### config.mk
export PLATFORM = sky130hd
export DESIGN_NAME = dsc_startup_ctrl
export DESIGN_NICKNAME = d
export VERILOG_FILES = /design/src/shared/dsc_pkg.sv /design/src/hw/dsc_startup_ctrl.sv /design/src/hw/dsc_i2c_slave.sv
export VERILOG_INCLUDE_DIRS = /design/src /design/src/shared
export SDC_FILE = /design/constraint.sdc
export NUM_CORES = 1
export LEC_CHECK = 0
export BUFFER_PORTS_ARGS = -buffer_cell sky130_fd_sc_hd__buf_4
export CELL_PAD_IN_SITES_DETAIL_PLACEMENT = 1
export CELL_PAD_IN_SITES_GLOBAL_PLACEMENT = 1
export CORE_ASPECT_RATIO = 1.4
export CORE_MARGIN = 3
export CORE_UTILIZATION = 42
export DETAILED_ROUTE_END_ITERATION = 8
export PLACE_DENSITY = 0.87
export SYNTH_ARGS = -nofsm -noshare
export SYNTH_HDL_FRONTEND = slang
export SYNTH_HIERARCHICAL = 1
export SYNTH_SLANG_ARGS = --single-unit
### constraint.sdc
create_clock -name sys_clk_in -period 3.4 [get_ports sys_clk_in]
set_input_delay 0.17 -clock sys_clk_in [delete_from_list [all_inputs] [get_ports sys_clk_in]]
set_output_delay 0.17 -clock sys_clk_in [all_outputs]
set_load 0.02 [all_outputs]
### src/shared/dsc_map.svh
`ifndef DSC_MAP_SVH
`define DSC_MAP_SVH

// ----------------------------------------------------------------------------
// Register offsets (control port subaddresses)
// ----------------------------------------------------------------------------
`define DSC_ADDR_CORE_CONTROL     12'h81C
`define DSC_ADDR_SERIAL_OUT_CTRL  12'h81E
`define DSC_ADDR_PIN_FUNC_CONFIG  12'h821
`define DSC_ADDR_POWER_CONTROL    12'h822
`define DSC_ADDR_DAC_SETUP        12'h827
`define DSC_ADDR_OSC_POWER        12'h828

// ----------------------------------------------------------------------------
// Reset values
// ----------------------------------------------------------------------------
`define DSC_RST_REG16             16'h0000
`define DSC_RST_REG24             24'h000000

// ----------------------------------------------------------------------------
// Field positions
// ----------------------------------------------------------------------------
`define DSC_CORE_CLEAR_N_BIT      2
`define DSC_CORE_ADC_MUTE_N_BIT   3
`define DSC_CORE_DAC_MUTE_N_BIT   4
`define DSC_DAC_INIT_LSB          0
`define DSC_PWR_ADC_BIT           0
`define DSC_PWR_DAC_LSB           1
`define DSC_PWR_VREF_A_BIT        6
`define DSC_PWR_VREF_B_BIT        7
`define DSC_OSC_PD_BIT            0
`define DSC_SO_MASTER_BIT         11
`define DSC_SO_OBF_LSB            9
`define DSC_MULTIPURPOSE_PIN_11_MODE_LSB         20
`define DSC_MULTIPURPOSE_PIN_11_MODE_BCLK        4'h1

// ----------------------------------------------------------------------------
// Clock ratio multipliers and device address
// ----------------------------------------------------------------------------
`define DSC_MULT_64               10'h040
`define DSC_MULT_256              10'h100
`define DSC_MULT_384              10'h180
`define DSC_MULT_512              10'h200
`define DSC_I2C_ADDR_BASE         5'h0D

// ----------------------------------------------------------------------------
// Timing
// ----------------------------------------------------------------------------
`define DSC_PLL_START_CYCLES      262144
`define DSC_BOOT_TIME_NS          42000
`define DSC_CLK_FREQ_MHZ          125
`define DSC_RAMP_STEP_CYCLES      64

`endif

### src/shared/dsc_pkg.sv
package dsc_pkg;

`include "dsc_map.svh"

typedef enum logic [1:0] {SEQ_PLL, SEQ_BOOT, SEQ_RUN} dsc_seq_e;

typedef enum logic [2:0] {
    I2C_IDLE, I2C_ADDR, I2C_SUB_HI, I2C_SUB_LO, I2C_WDATA, I2C_RDATA
} dsc_i2c_e;

typedef struct packed {
    logic        valid;
    logic [11:0] sub;
    logic [23:0] data;
} dsc_wr_s;

typedef struct packed {
    logic [2:0]  scl_sync;
    logic [2:0]  sda_sync;
    dsc_i2c_e    st;
    logic [3:0]  cnt;
    logic [7:0]  shift;
    logic [1:0]  k;
    logic        ack_pend;
    logic        rd_ack;
    logic [11:0] sub;
    logic [23:0] data;
    dsc_wr_s     wr;
    logic        sda_o;
    logic        sda_oe_n;
} dsc_i2c_s;

typedef struct packed {
    dsc_seq_e    seq;
    logic        captured;
    logic [1:0]  ratio;
    logic [1:0]  addr;
    logic [23:0] pll_cnt;
    logic [23:0] boot_cnt;
    logic        boot_done;
    logic [15:0] core;
    logic [15:0] sout;
    logic [23:0] pinf;
    logic [15:0] pwr;
    logic [15:0] dac;
    logic [15:0] osc;
    logic [7:0]  ramp_cnt;
    logic [7:0]  adc_gain;
    logic [7:0]  dac_gain;
    logic [3:0]  bclk_cnt;
    logic        multipurpose_pin_11;
    logic        multipurpose_pin_11_oe_n;
} dsc_func_s;

typedef struct packed {
    logic [1:0]  rstn_sync;
    logic [2:0]  mclk_sync;
    logic [3:0]  sel_sync1;
    logic [3:0]  sel_sync2;
    dsc_func_s   f;
} dsc_core_s;

function automatic logic [1:0] dsc_reg_bytes(input logic [11:0] sub);
    case (sub)
        `DSC_ADDR_PIN_FUNC_CONFIG: dsc_reg_bytes = 2'd3;
        `DSC_ADDR_CORE_CONTROL, `DSC_ADDR_SERIAL_OUT_CTRL, `DSC_ADDR_POWER_CONTROL,
        `DSC_ADDR_DAC_SETUP, `DSC_ADDR_OSC_POWER: dsc_reg_bytes = 2'd2;
        default: dsc_reg_bytes = 2'd0;
    endcase
endfunction : dsc_reg_bytes

function automatic logic [9:0] dsc_pll_mult(input logic [1:0] ratio);
    case (ratio)
        2'b00:   dsc_pll_mult = `DSC_MULT_64;
        2'b01:   dsc_pll_mult = `DSC_MULT_256;
        2'b10:   dsc_pll_mult = `DSC_MULT_384;
        default: dsc_pll_mult = `DSC_MULT_512;
    endcase
endfunction : dsc_pll_mult

endpackage : dsc_pkg

### src/hw/dsc_startup_ctrl.sv
`timescale 1ns/10ps
`default_nettype none

module dsc_startup_ctrl
    import dsc_pkg::*;
#(
    parameter int PLL_START_CYCLES = `DSC_PLL_START_CYCLES,
    parameter int BOOT_TIME_NS     = `DSC_BOOT_TIME_NS,
    parameter int BOOT_CYCLES      = BOOT_TIME_NS * `DSC_CLK_FREQ_MHZ / 1000,
    parameter int RAMP_STEP_CYCLES = `DSC_RAMP_STEP_CYCLES
)
(
    // Clock and reset
    input  wire logic        sys_clk_in,
    input  wire logic        reset_in,
    // Device pins
    input  wire logic        reset_pin_n_in,
    input  wire logic        master_clock_input_in,
    input  wire logic        clock_ratio_sel0_in,
    input  wire logic        clock_ratio_sel1_in,
    input  wire logic [1:0]  i2c_addr_sel_in,
    // Control port pins
    input  wire logic        scl_in,
    input  wire logic        sda_in,
    output var  logic        sda_out,
    output var  logic        sda_oe_n_out,
    // Multipurpose pin 11
    output var  logic        multipurpose_pin_11_out,
    output var  logic        multipurpose_pin_11_oe_n_out,
    // Start-up status
    output var  logic        pll_starting_out,
    output var  logic        boot_active_out,
    output var  logic        boot_done_out,
    output var  logic [1:0]  clock_ratio_out,
    output var  logic [9:0]  pll_mult_out,
    // Core and analog control
    output var  logic        adc_mute_n_out,
    output var  logic        dac_mute_n_out,
    output var  logic        clear_regs_n_out,
    output var  logic [7:0]  adc_gain_out,
    output var  logic [7:0]  dac_gain_out,
    output var  logic [1:0]  dac_init_setting_out,
    output var  logic        adc_power_down_out,
    output var  logic [3:0]  dac_power_down_out,
    output var  logic        vref_power_down_out,
    output var  logic        osc_power_down_out
);

    dsc_core_s   s;
    dsc_core_s   next_s;

    logic        rst_int;
    logic        mclk_rise;
    logic [11:0] sub;
    logic [23:0] rd_data;
    dsc_wr_s     wr;

    // ------------------------------------------------------------------------
    // Register read mux
    // ------------------------------------------------------------------------
    function automatic logic [23:0] read_word(input dsc_func_s f, input logic [11:0] a);
        case (a)
            `DSC_ADDR_CORE_CONTROL:    read_word = {8'h00, f.core};
            `DSC_ADDR_SERIAL_OUT_CTRL: read_word = {8'h00, f.sout};
            `DSC_ADDR_PIN_FUNC_CONFIG: read_word = f.pinf;
            `DSC_ADDR_POWER_CONTROL:   read_word = {8'h00, f.pwr};
            `DSC_ADDR_DAC_SETUP:       read_word = {8'h00, f.dac};
            `DSC_ADDR_OSC_POWER:       read_word = {8'h00, f.osc};
            default:                   read_word = 24'h000000;
        endcase
    endfunction : read_word

    function automatic logic [7:0] ramp(input logic [7:0] g, input logic up);
        if (up && g != 8'hFF)
            ramp = 8'(g + 8'h01);
        else if (!up && g != 8'h00)
            ramp = 8'(g - 8'h01);
        else
            ramp = g;
    endfunction : ramp

    // Internal reset follows the pin after two flops, on the core clock edge.
    assign rst_int   = !s.rstn_sync[1];
    assign mclk_rise = s.mclk_sync[1] && !s.mclk_sync[2];
    assign rd_data   = read_word(s.f, sub);

    // ------------------------------------------------------------------------
    // Control port
    // ------------------------------------------------------------------------
    dsc_i2c_slave u_i2c (
        .sys_clk_in   (sys_clk_in),
        .reset_in     (rst_int),
        .scl_in       (scl_in),
        .sda_in       (sda_in),
        .sda_out      (sda_out),
        .sda_oe_n_out (sda_oe_n_out),
        .dev_addr_in  ({`DSC_I2C_ADDR_BASE, s.f.addr}),
        .ready_in     (s.f.boot_done),
        .rd_data_in   (rd_data),
        .sub_out      (sub),
        .wr_out       (wr)
    );

    // ------------------------------------------------------------------------
    // Sequencer, registers and outputs
    // ------------------------------------------------------------------------
    always_comb
    begin
        next_s           = s;
        next_s.rstn_sync = {s.rstn_sync[0], reset_pin_n_in};
        next_s.mclk_sync = {s.mclk_sync[1:0], master_clock_input_in};
        next_s.sel_sync1 = {clock_ratio_sel0_in, clock_ratio_sel1_in, i2c_addr_sel_in};
        next_s.sel_sync2 = s.sel_sync1;
        if (rst_int)
        begin
            // Registers, data state and counters all return to zero.
            next_s.f = '0;
        end
        else
        begin
            if (!s.f.captured)
            begin
                next_s.f.captured = 1'b1;
                next_s.f.ratio    = s.sel_sync2[3:2];
                next_s.f.addr     = s.sel_sync2[1:0];
            end
            unique case (s.f.seq)
                SEQ_PLL:
                begin
                    if (mclk_rise)
                    begin
                        if (s.f.pll_cnt == 24'(PLL_START_CYCLES - 1))
                        begin
                            next_s.f.pll_cnt = 24'h000000;
                            next_s.f.seq     = SEQ_BOOT;
                        end
                        else
                            next_s.f.pll_cnt = 24'(s.f.pll_cnt + 24'h000001);
                    end
                end
                SEQ_BOOT:
                begin
                    if (s.f.boot_cnt == 24'(BOOT_CYCLES - 1))
                    begin
                        next_s.f.seq       = SEQ_RUN;
                        next_s.f.boot_done = 1'b1;
                    end
                    else
                        next_s.f.boot_cnt = 24'(s.f.boot_cnt + 24'h000001);
                end
                SEQ_RUN:
                begin
                    next_s.f.boot_done = 1'b1;
                end
            endcase

            if (wr.valid && s.f.boot_done)
            begin
                case (wr.sub)
                    `DSC_ADDR_CORE_CONTROL:    next_s.f.core = wr.data[15:0];
                    `DSC_ADDR_SERIAL_OUT_CTRL: next_s.f.sout = wr.data[15:0];
                    `DSC_ADDR_PIN_FUNC_CONFIG: next_s.f.pinf = wr.data;
                    `DSC_ADDR_POWER_CONTROL:   next_s.f.pwr  = wr.data[15:0];
                    `DSC_ADDR_DAC_SETUP:       next_s.f.dac  = wr.data[15:0];
                    `DSC_ADDR_OSC_POWER:       next_s.f.osc  = wr.data[15:0];
                    default:                   next_s.f.core = s.f.core;
                endcase
            end

            // Gains step once per ramp period toward full scale or silence.
            if (s.f.ramp_cnt == 8'(RAMP_STEP_CYCLES - 1))
            begin
                next_s.f.ramp_cnt = 8'h00;
                next_s.f.adc_gain =
                    ramp(s.f.adc_gain, s.f.core[`DSC_CORE_ADC_MUTE_N_BIT]);
                next_s.f.dac_gain =
                    ramp(s.f.dac_gain, s.f.core[`DSC_CORE_DAC_MUTE_N_BIT]);
            end
            else
                next_s.f.ramp_cnt = 8'(s.f.ramp_cnt + 8'h01);

            // Pin 11 drives a divided core clock only in bit-clock master mode.
            next_s.f.bclk_cnt = 4'(s.f.bclk_cnt + 4'h1);
            if (s.f.pinf[`DSC_MULTIPURPOSE_PIN_11_MODE_LSB +: 4] == `DSC_MULTIPURPOSE_PIN_11_MODE_BCLK
                && s.f.sout[`DSC_SO_MASTER_BIT])
            begin
                next_s.f.multipurpose_pin_11_oe_n = 1'b0;
                next_s.f.multipurpose_pin_11      =
                    next_s.f.bclk_cnt[s.f.sout[`DSC_SO_OBF_LSB +: 2]];
            end
            else
            begin
                next_s.f.multipurpose_pin_11_oe_n = 1'b1;
                next_s.f.multipurpose_pin_11      = 1'b0;
            end
        end
    end

    always_ff @(posedge sys_clk_in)
    begin
        if (reset_in)
            s <= '0;
        else
            s <= next_s;
    end

    // ------------------------------------------------------------------------
    // Outputs
    // ------------------------------------------------------------------------
    assign multipurpose_pin_11_out      = s.f.multipurpose_pin_11;
    assign multipurpose_pin_11_oe_n_out = s.f.multipurpose_pin_11_oe_n | rst_int;
    assign pll_starting_out             = (s.f.seq == SEQ_PLL);
    assign boot_active_out              = (s.f.seq == SEQ_BOOT);
    assign boot_done_out                = s.f.boot_done;
    assign clock_ratio_out              = s.f.ratio;
    assign pll_mult_out                 = dsc_pll_mult(s.f.ratio);
    assign adc_mute_n_out               = s.f.core[`DSC_CORE_ADC_MUTE_N_BIT];
    assign dac_mute_n_out               = s.f.core[`DSC_CORE_DAC_MUTE_N_BIT];
    assign clear_regs_n_out             = s.f.core[`DSC_CORE_CLEAR_N_BIT];
    assign adc_gain_out                 = s.f.adc_gain;
    assign dac_gain_out                 = s.f.dac_gain;
    assign dac_init_setting_out         = s.f.dac[`DSC_DAC_INIT_LSB +: 2];
    assign adc_power_down_out           = s.f.pwr[`DSC_PWR_ADC_BIT];
    assign dac_power_down_out           = s.f.pwr[`DSC_PWR_DAC_LSB +: 4];
    assign vref_power_down_out          = s.f.pwr[`DSC_PWR_VREF_A_BIT]
                                        & s.f.pwr[`DSC_PWR_VREF_B_BIT];
    assign osc_power_down_out           = s.f.osc[`DSC_OSC_PD_BIT];

endmodule : dsc_startup_ctrl

`default_nettype wire

### src/hw/dsc_i2c_slave.sv
`timescale 1ns/10ps
`default_nettype none

module dsc_i2c_slave
    import dsc_pkg::*;
(
    // Clock and reset
    input  wire logic        sys_clk_in,
    input  wire logic        reset_in,
    // Bus pins
    input  wire logic        scl_in,
    input  wire logic        sda_in,
    output var  logic        sda_out,
    output var  logic        sda_oe_n_out,
    // Register side
    input  wire logic [6:0]  dev_addr_in,
    input  wire logic        ready_in,
    input  wire logic [23:0] rd_data_in,
    output var  logic [11:0] sub_out,
    output var  dsc_wr_s     wr_out
);

    dsc_i2c_s s;
    dsc_i2c_s next_s;

    logic       scl;
    logic       scl_prev;
    logic       sda;
    logic       sda_prev;
    logic [7:0] byte_in;
    logic [1:0] nbytes;
    logic [1:0] idx;
    logic [7:0] rd_byte;

    assign scl      = s.scl_sync[1];
    assign scl_prev = s.scl_sync[2];
    assign sda      = s.sda_sync[1];
    assign sda_prev = s.sda_sync[2];
    assign byte_in  = {s.shift[6:0], sda};
    assign nbytes   = dsc_reg_bytes(s.sub);
    assign idx      = 2'(nbytes - s.k - 2'd1);
    assign rd_byte  = rd_data_in[{idx, 3'b000} +: 8];

    assign sda_out      = s.sda_o;
    assign sda_oe_n_out = s.sda_oe_n;
    assign sub_out      = s.sub;
    assign wr_out       = s.wr;

    // ------------------------------------------------------------------------
    // Bit and byte sequencing
    // ------------------------------------------------------------------------
    always_comb
    begin
        next_s = s;
        next_s.wr.valid = 1'b0;
        next_s.scl_sync = {s.scl_sync[1:0], scl_in};
        next_s.sda_sync = {s.sda_sync[1:0], sda_in};
        if (scl && scl_prev && sda_prev && !sda)
        begin
            next_s.st       = I2C_ADDR;
            next_s.cnt      = 4'h0;
            next_s.sda_oe_n = 1'b1;
            next_s.rd_ack   = 1'b0;
        end
        else if (scl && scl_prev && !sda_prev && sda)
        begin
            next_s.st       = I2C_IDLE;
            next_s.sda_oe_n = 1'b1;
        end
        else if (s.st != I2C_IDLE && scl && !scl_prev)
        begin
            if (s.cnt == 4'h8)
            begin
                next_s.cnt    = 4'h0;
                next_s.rd_ack = 1'b0;
                if (s.rd_ack && sda)
                    next_s.st = I2C_IDLE;
                else if (s.rd_ack && s.k + 2'd1 >= nbytes)
                begin
                    next_s.k = 2'h0;
                    if (dsc_reg_bytes(12'(s.sub + 12'h1)) != 2'd0)
                        next_s.sub = 12'(s.sub + 12'h1);
                end
                else if (s.rd_ack)
                    next_s.k = 2'(s.k + 2'd1);
            end
            else
            begin
                next_s.shift = byte_in;
                next_s.cnt   = 4'(s.cnt + 4'h1);
                if (s.cnt == 4'h7)
                begin
                    next_s.ack_pend = 1'b1;
                    unique case (s.st)
                        I2C_ADDR:
                        begin
                            next_s.k = 2'h0;
                            if (byte_in[7:1] == dev_addr_in && ready_in)
                                next_s.st = byte_in[0] ? I2C_RDATA : I2C_SUB_HI;
                            else
                            begin
                                next_s.ack_pend = 1'b0;
                                next_s.st       = I2C_IDLE;
                            end
                        end
                        I2C_SUB_HI:
                        begin
                            next_s.sub[11:8] = byte_in[3:0];
                            next_s.st        = I2C_SUB_LO;
                        end
                        I2C_SUB_LO:
                        begin
                            next_s.sub[7:0] = byte_in;
                            next_s.k        = 2'h0;
                            if (dsc_reg_bytes({s.sub[11:8], byte_in}) != 2'd0)
                                next_s.st = I2C_WDATA;
                            else
                            begin
                                next_s.ack_pend = 1'b0;
                                next_s.st       = I2C_IDLE;
                            end
                        end
                        I2C_WDATA:
                        begin
                            next_s.data = {s.data[15:0], byte_in};
                            if (nbytes == 2'd0)
                            begin
                                next_s.ack_pend = 1'b0;
                                next_s.st       = I2C_IDLE;
                            end
                            else if (s.k + 2'd1 >= nbytes)
                            begin
                                next_s.wr.valid = 1'b1;
                                next_s.wr.sub   = s.sub;
                                next_s.wr.data  = {s.data[15:0], byte_in};
                                next_s.k        = 2'h0;
                                next_s.sub      = 12'(s.sub + 12'h1);
                            end
                            else
                                next_s.k = 2'(s.k + 2'd1);
                        end
                        I2C_RDATA:
                        begin
                            next_s.ack_pend = 1'b0;
                            next_s.rd_ack   = 1'b1;
                        end
                        default:
                            next_s.st = I2C_IDLE;
                    endcase
                end
            end
        end
        else if (s.st != I2C_IDLE && !scl && scl_prev)
        begin
            if (s.cnt == 4'h8)
                next_s.sda_oe_n = s.rd_ack | !s.ack_pend;
            else if (s.st == I2C_RDATA)
                next_s.sda_oe_n = rd_byte[3'(4'h7 - s.cnt)];
            else
                next_s.sda_oe_n = 1'b1;
        end
        else if (s.st == I2C_IDLE && !scl && scl_prev)
            next_s.sda_oe_n = 1'b1;
    end

    always_ff @(posedge sys_clk_in)
    begin
        if (reset_in)
        begin
            s          <= '0;
            s.scl_sync <= 3'b111;
            s.sda_sync <= 3'b111;
            s.sda_oe_n <= 1'b1;
        end
        else
            s <= next_s;
    end

endmodule : dsc_i2c_slave

`default_nettype wire

==> results of run 1 <==
==> final cells by class <==
cell class | instances | area, um^2
fill | 4073 | 17800
multi-input combinational | 1285 | 7460
sequential | 293 | 5870
timing repair buffer | 107 | 866
clock buffer | 37 | 774
tap | 445 | 557
inverter | 60 | 225
clock inverter | 10 | 92.6
==> per-layer routing <==
metal	GRT usage [%]	share of wire, %	up-vias
li1	-	-	6143
met3	2.51	3.5	121
met4	11.2	4.6	0
met2	42.4	52	300
met1	25.1	40	6502
met5	0	0	-
==> kinds of logic after synthesis <==
group           count (synthesis)  synth area share (%)
other cells                     3                0.0778
compound gates                393                  16.6
simple gates                  751                  24.8
fa+ha+maj                      34                  3.03
buf+inv                       242                  8.63
mux                            38                  2.80
xor+xnor                       57                  3.45
flops                         293                  40.5
==> placed cells by master, fill, tap and decap left out, types with 6 or more instances in the layout <==
cell type,count
a211oi_1,9
a21oi_1,208
a222oi_1,16
a22oi_1,18
a31oi_1,8
a41oi_1,6
and2_1,17
and3_1,9
and3b_1,6
and4_1,10
buf_4,90
clkbuf_16,28
clkinv_2,6
conb_1,12
dfxtp_1,291
dlygate4sd3_1,15
ha_1,31
inv_1,59
mux2i_1,36
nand2_1,351
nand2b_1,11
nand3_1,37
nand4_1,36
nor2_1,122
nor2b_1,24
nor3_1,23
nor4_1,18
o211ai_1,23
o21ai_0,46
o31ai_1,6
or2_2,13
or3_1,28
or4_1,7
xnor2_1,38
xor2_1,19
==> where the power goes <==
part	total, uW	internal (uW)	switching (uW)
sequential	3450	3440	5.74
clock	3020	1670	1350
combinational	93.0	33.8	59.2
total	6560	5150	1420
==> worst min-delay path, delay by kind of cell <==
family | cells | cell delay (ns)
buffers and inverters | 2 | 0.62
AND/OR/NAND/NOR | 1 | 0.08
==> repair_timing <==
| item | 4_1_cts | 5_1_grt |
|---|---|---|
| endpoints found under the hold margin | 15 | 0 |
| hold buffers | 15 | 0 |
| resized for setup | 1 | 7 |
| endpoints found under the setup margin | 1 | 8 |
==> metrics by stage <==
step                      setup WS (ns)  power, uW  std cells
after floorplan                  0.0344       3580       1820
after global placement            0.141       3600       2175
after detailed placement        -0.0257       3600       2175
after CTS                        0.0183       6620       2237
after global routing            -0.0141       6780       2237
final                             0.114       6560       2237
==> worst max-delay path by stage <==
| stage | to | from | slack, ns | cells after the start |
|---|---|---|---|---|
| global placement | u_i2c/sub_out[2]$_SDFFE_PP0P_ | u_i2c/sub_out[11]$_SDFFE_PP0P_ | 0.14 | 11 |
| global route | u_i2c/sub_out[2]$_SDFFE_PP0P_ | u_i2c/sub_out[8]$_SDFFE_PP0P_ | -0.01 | 11 |
| CTS | u_i2c/sub_out[10]$_SDFFE_PP0P_ | u_i2c/sub_out[11]$_SDFFE_PP0P_ | 0.02 | 11 |
| floorplan | u_i2c/sub_out[1]$_SDFFE_PP0P_ | u_i2c/sub_out[9]$_SDFFE_PP0P_ | 0.03 | 12 |
| detailed placement | u_i2c/sub_out[10]$_SDFFE_PP0P_ | u_i2c/sub_out[11]$_SDFFE_PP0P_ | -0.03 | 11 |
| finish | u_i2c/sub_out[8]$_SDFFE_PP0P_ | u_i2c/sub_out[8]$_SDFFE_PP0P_ | 0.11 | 11 |
==> sequential cells by signal, indices dropped and copies added, names as in the netlist <==
| signal | count |
|---|---|
| u_i2c/sub_out | 12 |
| u_i2c/s | 29 |
| u_i2c/next_s | 3 |
| adc_power_down_out | 1 |
| u_i2c/wr_out | 37 |
| dac_init_setting_out | 2 |
| clear_regs_n_out | 1 |
| multipurpose_pin_11_out | 1 |
| u_i2c/sda_oe_n_out | 1 |
| dac_gain_out | 8 |
| adc_mute_n_out | 1 |
| clock_ratio_out | 2 |
| dac_power_down_out | 4 |
| s | 165 |
| u_i2c/byte_in | 8 |
| adc_gain_out | 8 |
| boot_done_out | 1 |
| next_s | 7 |
| osc_power_down_out | 1 |
| dac_mute_n_out | 1 |
==> impl_results.md, run 1 <==
- Worst supply voltage drop on vdd: 387 uV
- Data arrival time at the worst-slack endpoint: 3.75 ns
- Share of the yosys chip area belonging to registers: 40.5%
- Startpoint of the most critical hold path: sda_in
- Crit Path Category: reg2reg
- Number of warnings printed during yosys synthesis: 6
- Result of the run: finished, final reports clean
- Family with the most delay on the worst path: simple AND/OR/NAND/NOR gates
- Main flop type after synthesis: dfxtp_1
- Library cell with the largest summed area after synthesis: dfxtp_1
- Total wire length after detailed routing: 43000 um
- Clock transition at the registers of the reported paths: 0.06 ns
- Initial cell density of the core: 43.1%
- Worst reg2reg path endpoint: u_i2c/sub_out[8]$_SDFFE_PP0P_
- CP Data Required Time: 3.87 ns
- Clock latency of the later-clocked register in the worst-skew pair: 0.56 ns
- Total vias in the final route: 13.1k
- Detailed Route Iter0 Violations: 909
- Final critical path time including I/O delays and setup: 3.29 ns
- Number of post-CTS setup repair buffers: 0
- Delay of the slowest cell on the worst path: 0.53 ns
- Worst-path fanout max: 5
- Root buffer cell: clkbuf_16
- Die Outline Area: 36800 um^2
- Number of distinct library cells after synthesis: 82
- Number of buffers created by CTS: 28
- WHS: 0.338 ns
- HPWL after DPL: 28600 um
- Class of the worst hold path: in2reg
- Avg Vias per Cell: 5.84
- Antenna violations before repair: 0
- Number of enable flip-flop cells after synthesis: 0
- Tightest Pin Transition: 1.17 ns
- End-of-flow core utilization: 47.2%
- #FFs+latches synth: 293
- Final setup violation count: 0
- Routed WL per cell: 19.2 um
- Asr flop ratio synth: 0%
- Clock skew: 0.0264 ns
- Sink count of the clock tree: 293
- Count of cells along the worst register-to-register path: 11
- Fin nets: 1818
- First-pass DRT Iterations: 6
- Post-synth top area share: 40.5%
- Count of standard-cell rows: 79
- Power per Cell Area: 414 nW/um^2
- Global placement routability congestion: 0.872
- Quantity of I/O buffers inserted on ports: 49
- Post-route cell area: 15800 um^2
- Count of endpoints failing hold in the final timing report: 0
- Crit share post-route: 96.7%
- Synth cell count leaders: nand2_1, dfxtp_1, a21oi_1
- Cell types with the largest area share after synthesis: dfxtp_1, nand2_1, a21oi_1
- Remaining max-slew budget at the tightest pin: 20.8%
- Placed Instance Area: 14800 um^2
- # H-tree levels: 1
- Slew Viols, Final: 0
- Worst path slowest cell: or4b_4
- Static Leakage: 0.00506 uW
- Setup repair after global routing missed its margin: yes
- Endpoint, Worst Hold: u_i2c/next_s[95]$_SDFF_PP1_
- Die Y: 226 um
- Share of final-layout standard cells stronger than drive strength 1: 10.2%
- Worst-case clock buffer depth: 3
- Maximum clock frequency: 0.304 GHz
- Cell with the most instances after synthesis: nand2_1
- Total global routing overflow: 0
- Clock tree from TritonCTS: built
- Post-synth design cell area: 14500 um^2
- Startpoint Class: flop
- Antenna violation net count after detailed routing: 0
- Combined global-route utilization of all metal layers: 22.6%
- Hold-critical path depth: 3
- R2r setup slk: 0.11 ns
- DRC errors left: 0
- Antenna diode instance count: 0
- Vias in the first global route: 13.6k
- Area of the placeable core: 33600 um^2
- Maximum number of pins on one net before global-route repair: 143
- Buffers and inverters on the worst path: 1
- P&R area growth vs syn: 9.47%
- Sum of negative setup slack: 0 ns
- Global-route wire length before repair: 69000 um
- Number of max-capacitance violations reported: 0
- Launching point of the worst reg2reg path: u_i2c/sub_out[8]$_SDFFE_PP0P_
- Gate count after technology mapping: 1811
- Horizontal die dimension: 163 um
- Cell chain of the critical path: or4b_4, or3_4, or3_1, ha_1, a21oi_1, nand2b_1, nor3b_2, a41oi_1, buf_4, a211oi_4, o32ai_2
- Crit. End Element: flop
- I/O pin count: 57
- Post-Syn Area per Cell: 7.99 um^2
(Power assumes the default switching activity.)
==> run 2: changes to the inputs <==
Settings changed: BUFFER_PORTS_ARGS -buffer_cell sky130_fd_sc_hd__buf_4 to -buffer_cell sky130_fd_sc_hd__buf_2, TNS_END_PERCENT set to 100.
==> run 2 against run 1 <==
Total power increased by 4.8%; critical path type unchanged; sequential power about the same; largest power group unchanged; clock skew decreased by 0.010 ns.
==> impl_results.md, run 2 (synthesized netlist as in run 1, its figures left out) <==
- DRC errors left: 0
- Worst setup slack after placement: 0.0282 ns
- Number of max-capacitance violations reported: 0
- Clock latency of the later-clocked register in the worst-skew pair: 0.56 ns
- Remaining max-slew budget at the tightest pin: 26.1%
- Crit. End Element: flop
- Root buffer cell: clkbuf_16
- Tightest Pin Transition: 1.11 ns
- Data arrival time at the worst-slack endpoint: 3.75 ns
- Commonest non-fill, non-tap cells in the layout: nand2_1, dfxtp_1, a21oi_1
- Number of post-CTS setup repair buffers: 0
- Worst-case clock buffer depth: 3
- Placed Instance Area: 14700 um^2
- Total power after layout: 6870 uW
- Result of the run: finished, final reports clean
- Worst supply voltage drop on vdd: 417 uV
- Vias in the first global route: 14.0k
- Count of endpoints failing hold in the final timing report: 0
- Slew Viols, Final: 0
- Final critical path time including I/O delays and setup: 3.30 ns
- Total wire length after detailed routing: 43800 um
- Number of buffers created by CTS: 28
- Antenna violations before repair: 0
- Max reg flops: 165
- Clock transition at the registers of the reported paths: 0.06 ns
- Count of standard-cell rows: 79
- # H-tree levels: 1
- Avg Vias per Cell: 5.84
- Die Y: 226 um
- Post-route cell area: 15900 um^2
- Combined global-route utilization of all metal layers: 23.4%
- First-pass DRT Iterations: 5
- Crit share post-route: 96.9%
- I/O pin count: 57
- Startpoint Class: flop
- Total global routing overflow: 0
- Total vias in the final route: 13.1k
- HPWL after DPL: 28900 um
- Static Leakage: 0.00514 uW
- Class of the worst hold path: in2reg
- Area of the placeable core: 33600 um^2
- Worst-path fanout max: 5
- Smallest setup slack after layout: 0.104 ns
- Clock skew: 0.0164 ns
- Maximum clock frequency: 0.303 GHz
- Share of final-layout standard cells stronger than drive strength 1: 10.8%
- Global-route wire length before repair: 71400 um
- Global placement routability congestion: 0.897
- Non-filler instance count after layout: 2248
- Initial cell density of the core: 43.1%
- Clock tree from TritonCTS: built
- Antenna violation net count after detailed routing: 0
- Sink count of the clock tree: 293
- CP Data Required Time: 3.86 ns
- Final setup violation count: 0
- Leading cell type in the layout, fill and taps excluded: nand2_1
- Fin nets: 1824
- Power per Cell Area: 433 nW/um^2
- P&R area growth vs syn: 9.75%
- Routed WL per cell: 19.5 um
- Placed cells: 2181
- Register name with the most flops: s
- Die Outline Area: 36800 um^2
- Maximum number of pins on one net before global-route repair: 145
- Detailed Route Iter0 Violations: 960
- Crit Path Category: reg2reg
- Horizontal die dimension: 163 um
- Quantity of I/O buffers inserted on ports: 49
- Antenna diode instance count: 0
-- run 2: layout make-up --
class | instances | area, um^2
clock buffers | 39 | 833
flip-flops and latches | 293 | 5870
multi-input cells | 1285 | 7450
repair buffers | 113 | 801
clock inverters | 13 | 153
well taps | 445 | 557
fillers | 4056 | 17700
inverters | 60 | 225
-- run 2: path summary, 6_finish.rpt --
path                                                     from                             end  slack, ns  depth (start not counted)
worst max-delay path            u_i2c/sub_out[8]$_SDFFE_PP0P_  u_i2c/sub_out[10]$_SDFFE_PP0P_       0.10                         11
worst min-delay path                                   scl_in     u_i2c/next_s[98]$_SDFF_PP1_       0.33                          3
worst max register to register  u_i2c/sub_out[8]$_SDFFE_PP0P_  u_i2c/sub_out[10]$_SDFFE_PP0P_       0.10                         11
worst min register to register    u_i2c/next_s[95]$_SDFF_PP1_     u_i2c/byte_in[0]$_SDFF_PP1_       0.41                          1
-- run 2: report_power, final --
part / leakage [uW] / internal [uW] / switching, uW
Combinational: 0.00229 / 30.4 / 59.7
Clock: 0.000486 / 1940 / 1400
Sequential: 0.00236 / 3440 / 5.57
Total: 0.00514 / 5410 / 1460
-- run 2: routing by layer --
| metal | up-vias | share of wire [%] | GRT usage, % |
|---|---|---|---|
| li1 | 6155 | - | - |
| met1 | 6521 | 39 | 25.8 |
| met2 | 324 | 52 | 44.1 |
| met3 | 123 | 4.1 | 2.28 |
| met4 | 0 | 4.8 | 12.0 |
| met5 | - | 0 | 0 |
-- run 2: through the flow --
step	TNS, ns	hold WS [ns]	utilization (%)
after floorplan	0	0.242	-
after global placement	0	0.358	43.8
after detailed placement	0	0.358	43.8
after CTS	0	0.311	47.2
after global routing	-0.00628	0.324	47.3
final	0	0.334	47.3
-- run 2: critical path, stage by stage, from the launching register on --
cell and delay [ns]:
dfxtp_1 0.31, or4b_4 0.53, or3_4 0.36, or3_1 0.41
ha_1 0.33, a21oi_2 0.08, nand2b_1 0.19, nor3b_2 0.22
a41o_1 0.23, buf_4 0.15, nand2_1 0.09, o32ai_2 0.29
-- run 2: timing repair --
item / 4_1_cts / 5_1_grt
gates cloned: 0 / 0
resized for setup: 1 / 4
endpoints found under the setup margin: 2 / 9
hold endpoints to repair: 12 / 0
hold buffers: 15 / 0
pin swaps: 0 / 1
==> run 3: changes to the inputs <==
Settings changed: RECOVER_POWER set to 50.
==> run 3 against run 2 <==
The flow now finishes with violations (capacitance limit, slew limit); first-iteration DRC count is 4.6% lower; non-clock buffer count stayed put; largest power group unchanged; sequential share of layout area is 0.17 points higher; critical path type unchanged; largest cell class unchanged; cell area is 0.45% lower; global-route usage stayed put.
==> impl_results.md, run 3 (synthesized netlist as in run 1, its figures left out) <==
- Max reg flops: 165
- Fin nets: 1824
- Register name with the most flops: s
- Share of final-layout standard cells stronger than drive strength 1: 8.32%
- Area of the placeable core: 33600 um^2
- Smallest setup slack after layout: 0.0953 ns
- # H-tree levels: 1
- Startpoint Class: flop
- Detailed Route Iter0 Violations: 916
- Global placement routability congestion: 0.897
- Antenna diode instance count: 0
- Crit Path Category: reg2reg
- Initial cell density of the core: 43.1%
- Sink count of the clock tree: 293
- Crit share post-route: 97.2%
- Violations in the final reports: capacitance limit, slew limit
- Number of inserted filler cells in the final layout: 4065
- Clock skew: 0.0204 ns
- Leading cell type in the layout, fill and taps excluded: nand2_1
- Total vias in the final route: 13.1k
- Total wire length after detailed routing: 43800 um
- Number of buffers created by CTS: 28
- Sum of negative setup slack: 0 ns
- Routed WL per cell: 19.5 um
- Clock latency of the later-clocked register in the worst-skew pair: 0.56 ns
- First-pass DRT Iterations: 6
- Number of post-CTS setup repair buffers: 0
- Total global routing overflow: 0
- Commonest non-fill, non-tap cells in the layout: nand2_1, dfxtp_1, a21oi_1
- Worst-case clock buffer depth: 3
- Quantity of I/O buffers inserted on ports: 49
- CP Data Required Time: 3.86 ns
- Root buffer cell: clkbuf_16
- Maximum clock frequency: 0.303 GHz
- Class of the worst hold path: in2reg
- Clock tree from TritonCTS: built
- Final critical path time including I/O delays and setup: 3.30 ns
- Die Outline Area: 36800 um^2
- Worst setup slack after placement: 0.0282 ns
- Die Y: 226 um
- Count of standard-cell rows: 79
- Crit. End Element: flop
- Antenna violations before repair: 0
- Clock transition at the registers of the reported paths: 0.06 ns
- Antenna violation net count after detailed routing: 0
- Count of endpoints failing hold in the final timing report: 0
- Number of max-capacitance violations reported: 1
- WHS: 0.333 ns
- HPWL after DPL: 28900 um
- Tightest Pin Transition: 1.66 ns
- DRC errors left: 0
- Remaining max-slew budget at the tightest pin: -10.6%
- Total power after layout: 6880 uW
- I/O pin count: 57
- Power per Cell Area: 435 nW/um^2
- Avg Vias per Cell: 5.83
- Final setup violation count: 0
- Worst-path fanout max: 5
- Static Leakage: 0.00496 uW
- Slew Viols, Final: 145
- Horizontal die dimension: 163 um
- Worst supply voltage drop on vdd: 420 uV
- Result of the run: complete, but fails checks
- Maximum number of pins on one net before global-route repair: 145
- Combined global-route utilization of all metal layers: 23.4%
- Vias in the first global route: 14.0k
- Global-route wire length before repair: 71400 um
- Data arrival time at the worst-slack endpoint: 3.76 ns
- P&R area growth vs syn: 9.26%
run 3: final timing paths:
| path | cells past startpoint | from | slack, ns | to |
|---|---|---|---|---|
| setup / recovery | 11 | u_i2c/sub_out[8]$_SDFFE_PP0P_ | 0.1 | u_i2c/sub_out[10]$_SDFFE_PP0P_ |
| hold / removal | 3 | scl_in | 0.33 | u_i2c/next_s[98]$_SDFF_PP1_ |
| setup reg to reg | 11 | u_i2c/sub_out[8]$_SDFFE_PP0P_ | 0.1 | u_i2c/sub_out[10]$_SDFFE_PP0P_ |
| hold reg to reg | 1 | u_i2c/next_s[95]$_SDFF_PP1_ | 0.41 | u_i2c/byte_in[0]$_SDFF_PP1_ |
run 3: critical path, cell delays in order (launching register included):
cell and delay (ns):
dfxtp_1 0.31, or4b_4 0.53, or3_4 0.36, or3_1 0.41
ha_1 0.33, a21oi_2 0.08, nand2b_1 0.19, nor3b_2 0.22
a41o_1 0.24, buf_4 0.15, nand2_1 0.09, o32ai_2 0.29
run 3: cell type report:
cell class              count  area (um^2)  area share, %
flip-flops and latches    293         5870           37.1
multi-input cells        1285         7450           47.1
well taps                 445          557           3.52
inverters                  60          225           1.42
clock buffers              39          833           5.27
repair buffers            113          729           4.61
clock inverters            13          153          0.965
run 3: per-layer routing:
layer	vias up	track usage [%]	routed length [um]
met5	-	0	0
met4	0	12.0	2130
met3	128	2.28	1820
met2	341	44.1	23000
met1	6482	25.8	16900
li1	6153	-	-
run 3: per-stage QoR:
stage	util (%)	instance area (um^2)	instances
6_report	47.1	15800	2248
2_1_floorplan	-	14500	1820
3_5_place_dp	43.8	14700	2181
3_3_place_gp	43.8	14700	2181
4_1_cts	47.2	15900	2248
5_1_grt	47.1	15800	2248
run 3: report_power, final:
part / internal [uW] / leakage (uW) / total, uW / switching, uW
registers: 3440 / 0.00236 / 3450 / 5.44
logic: 29.2 / 0.00211 / 88.7 / 59.6
clock network: 1940 / 0.000486 / 3340 / 1400
run 3: timing repair:
action,CTS,global route
resized for setup,1,4
hold endpoints to repair,12,0
setup endpoints to repair,2,9
pin swaps,0,1
hold buffers,15,0
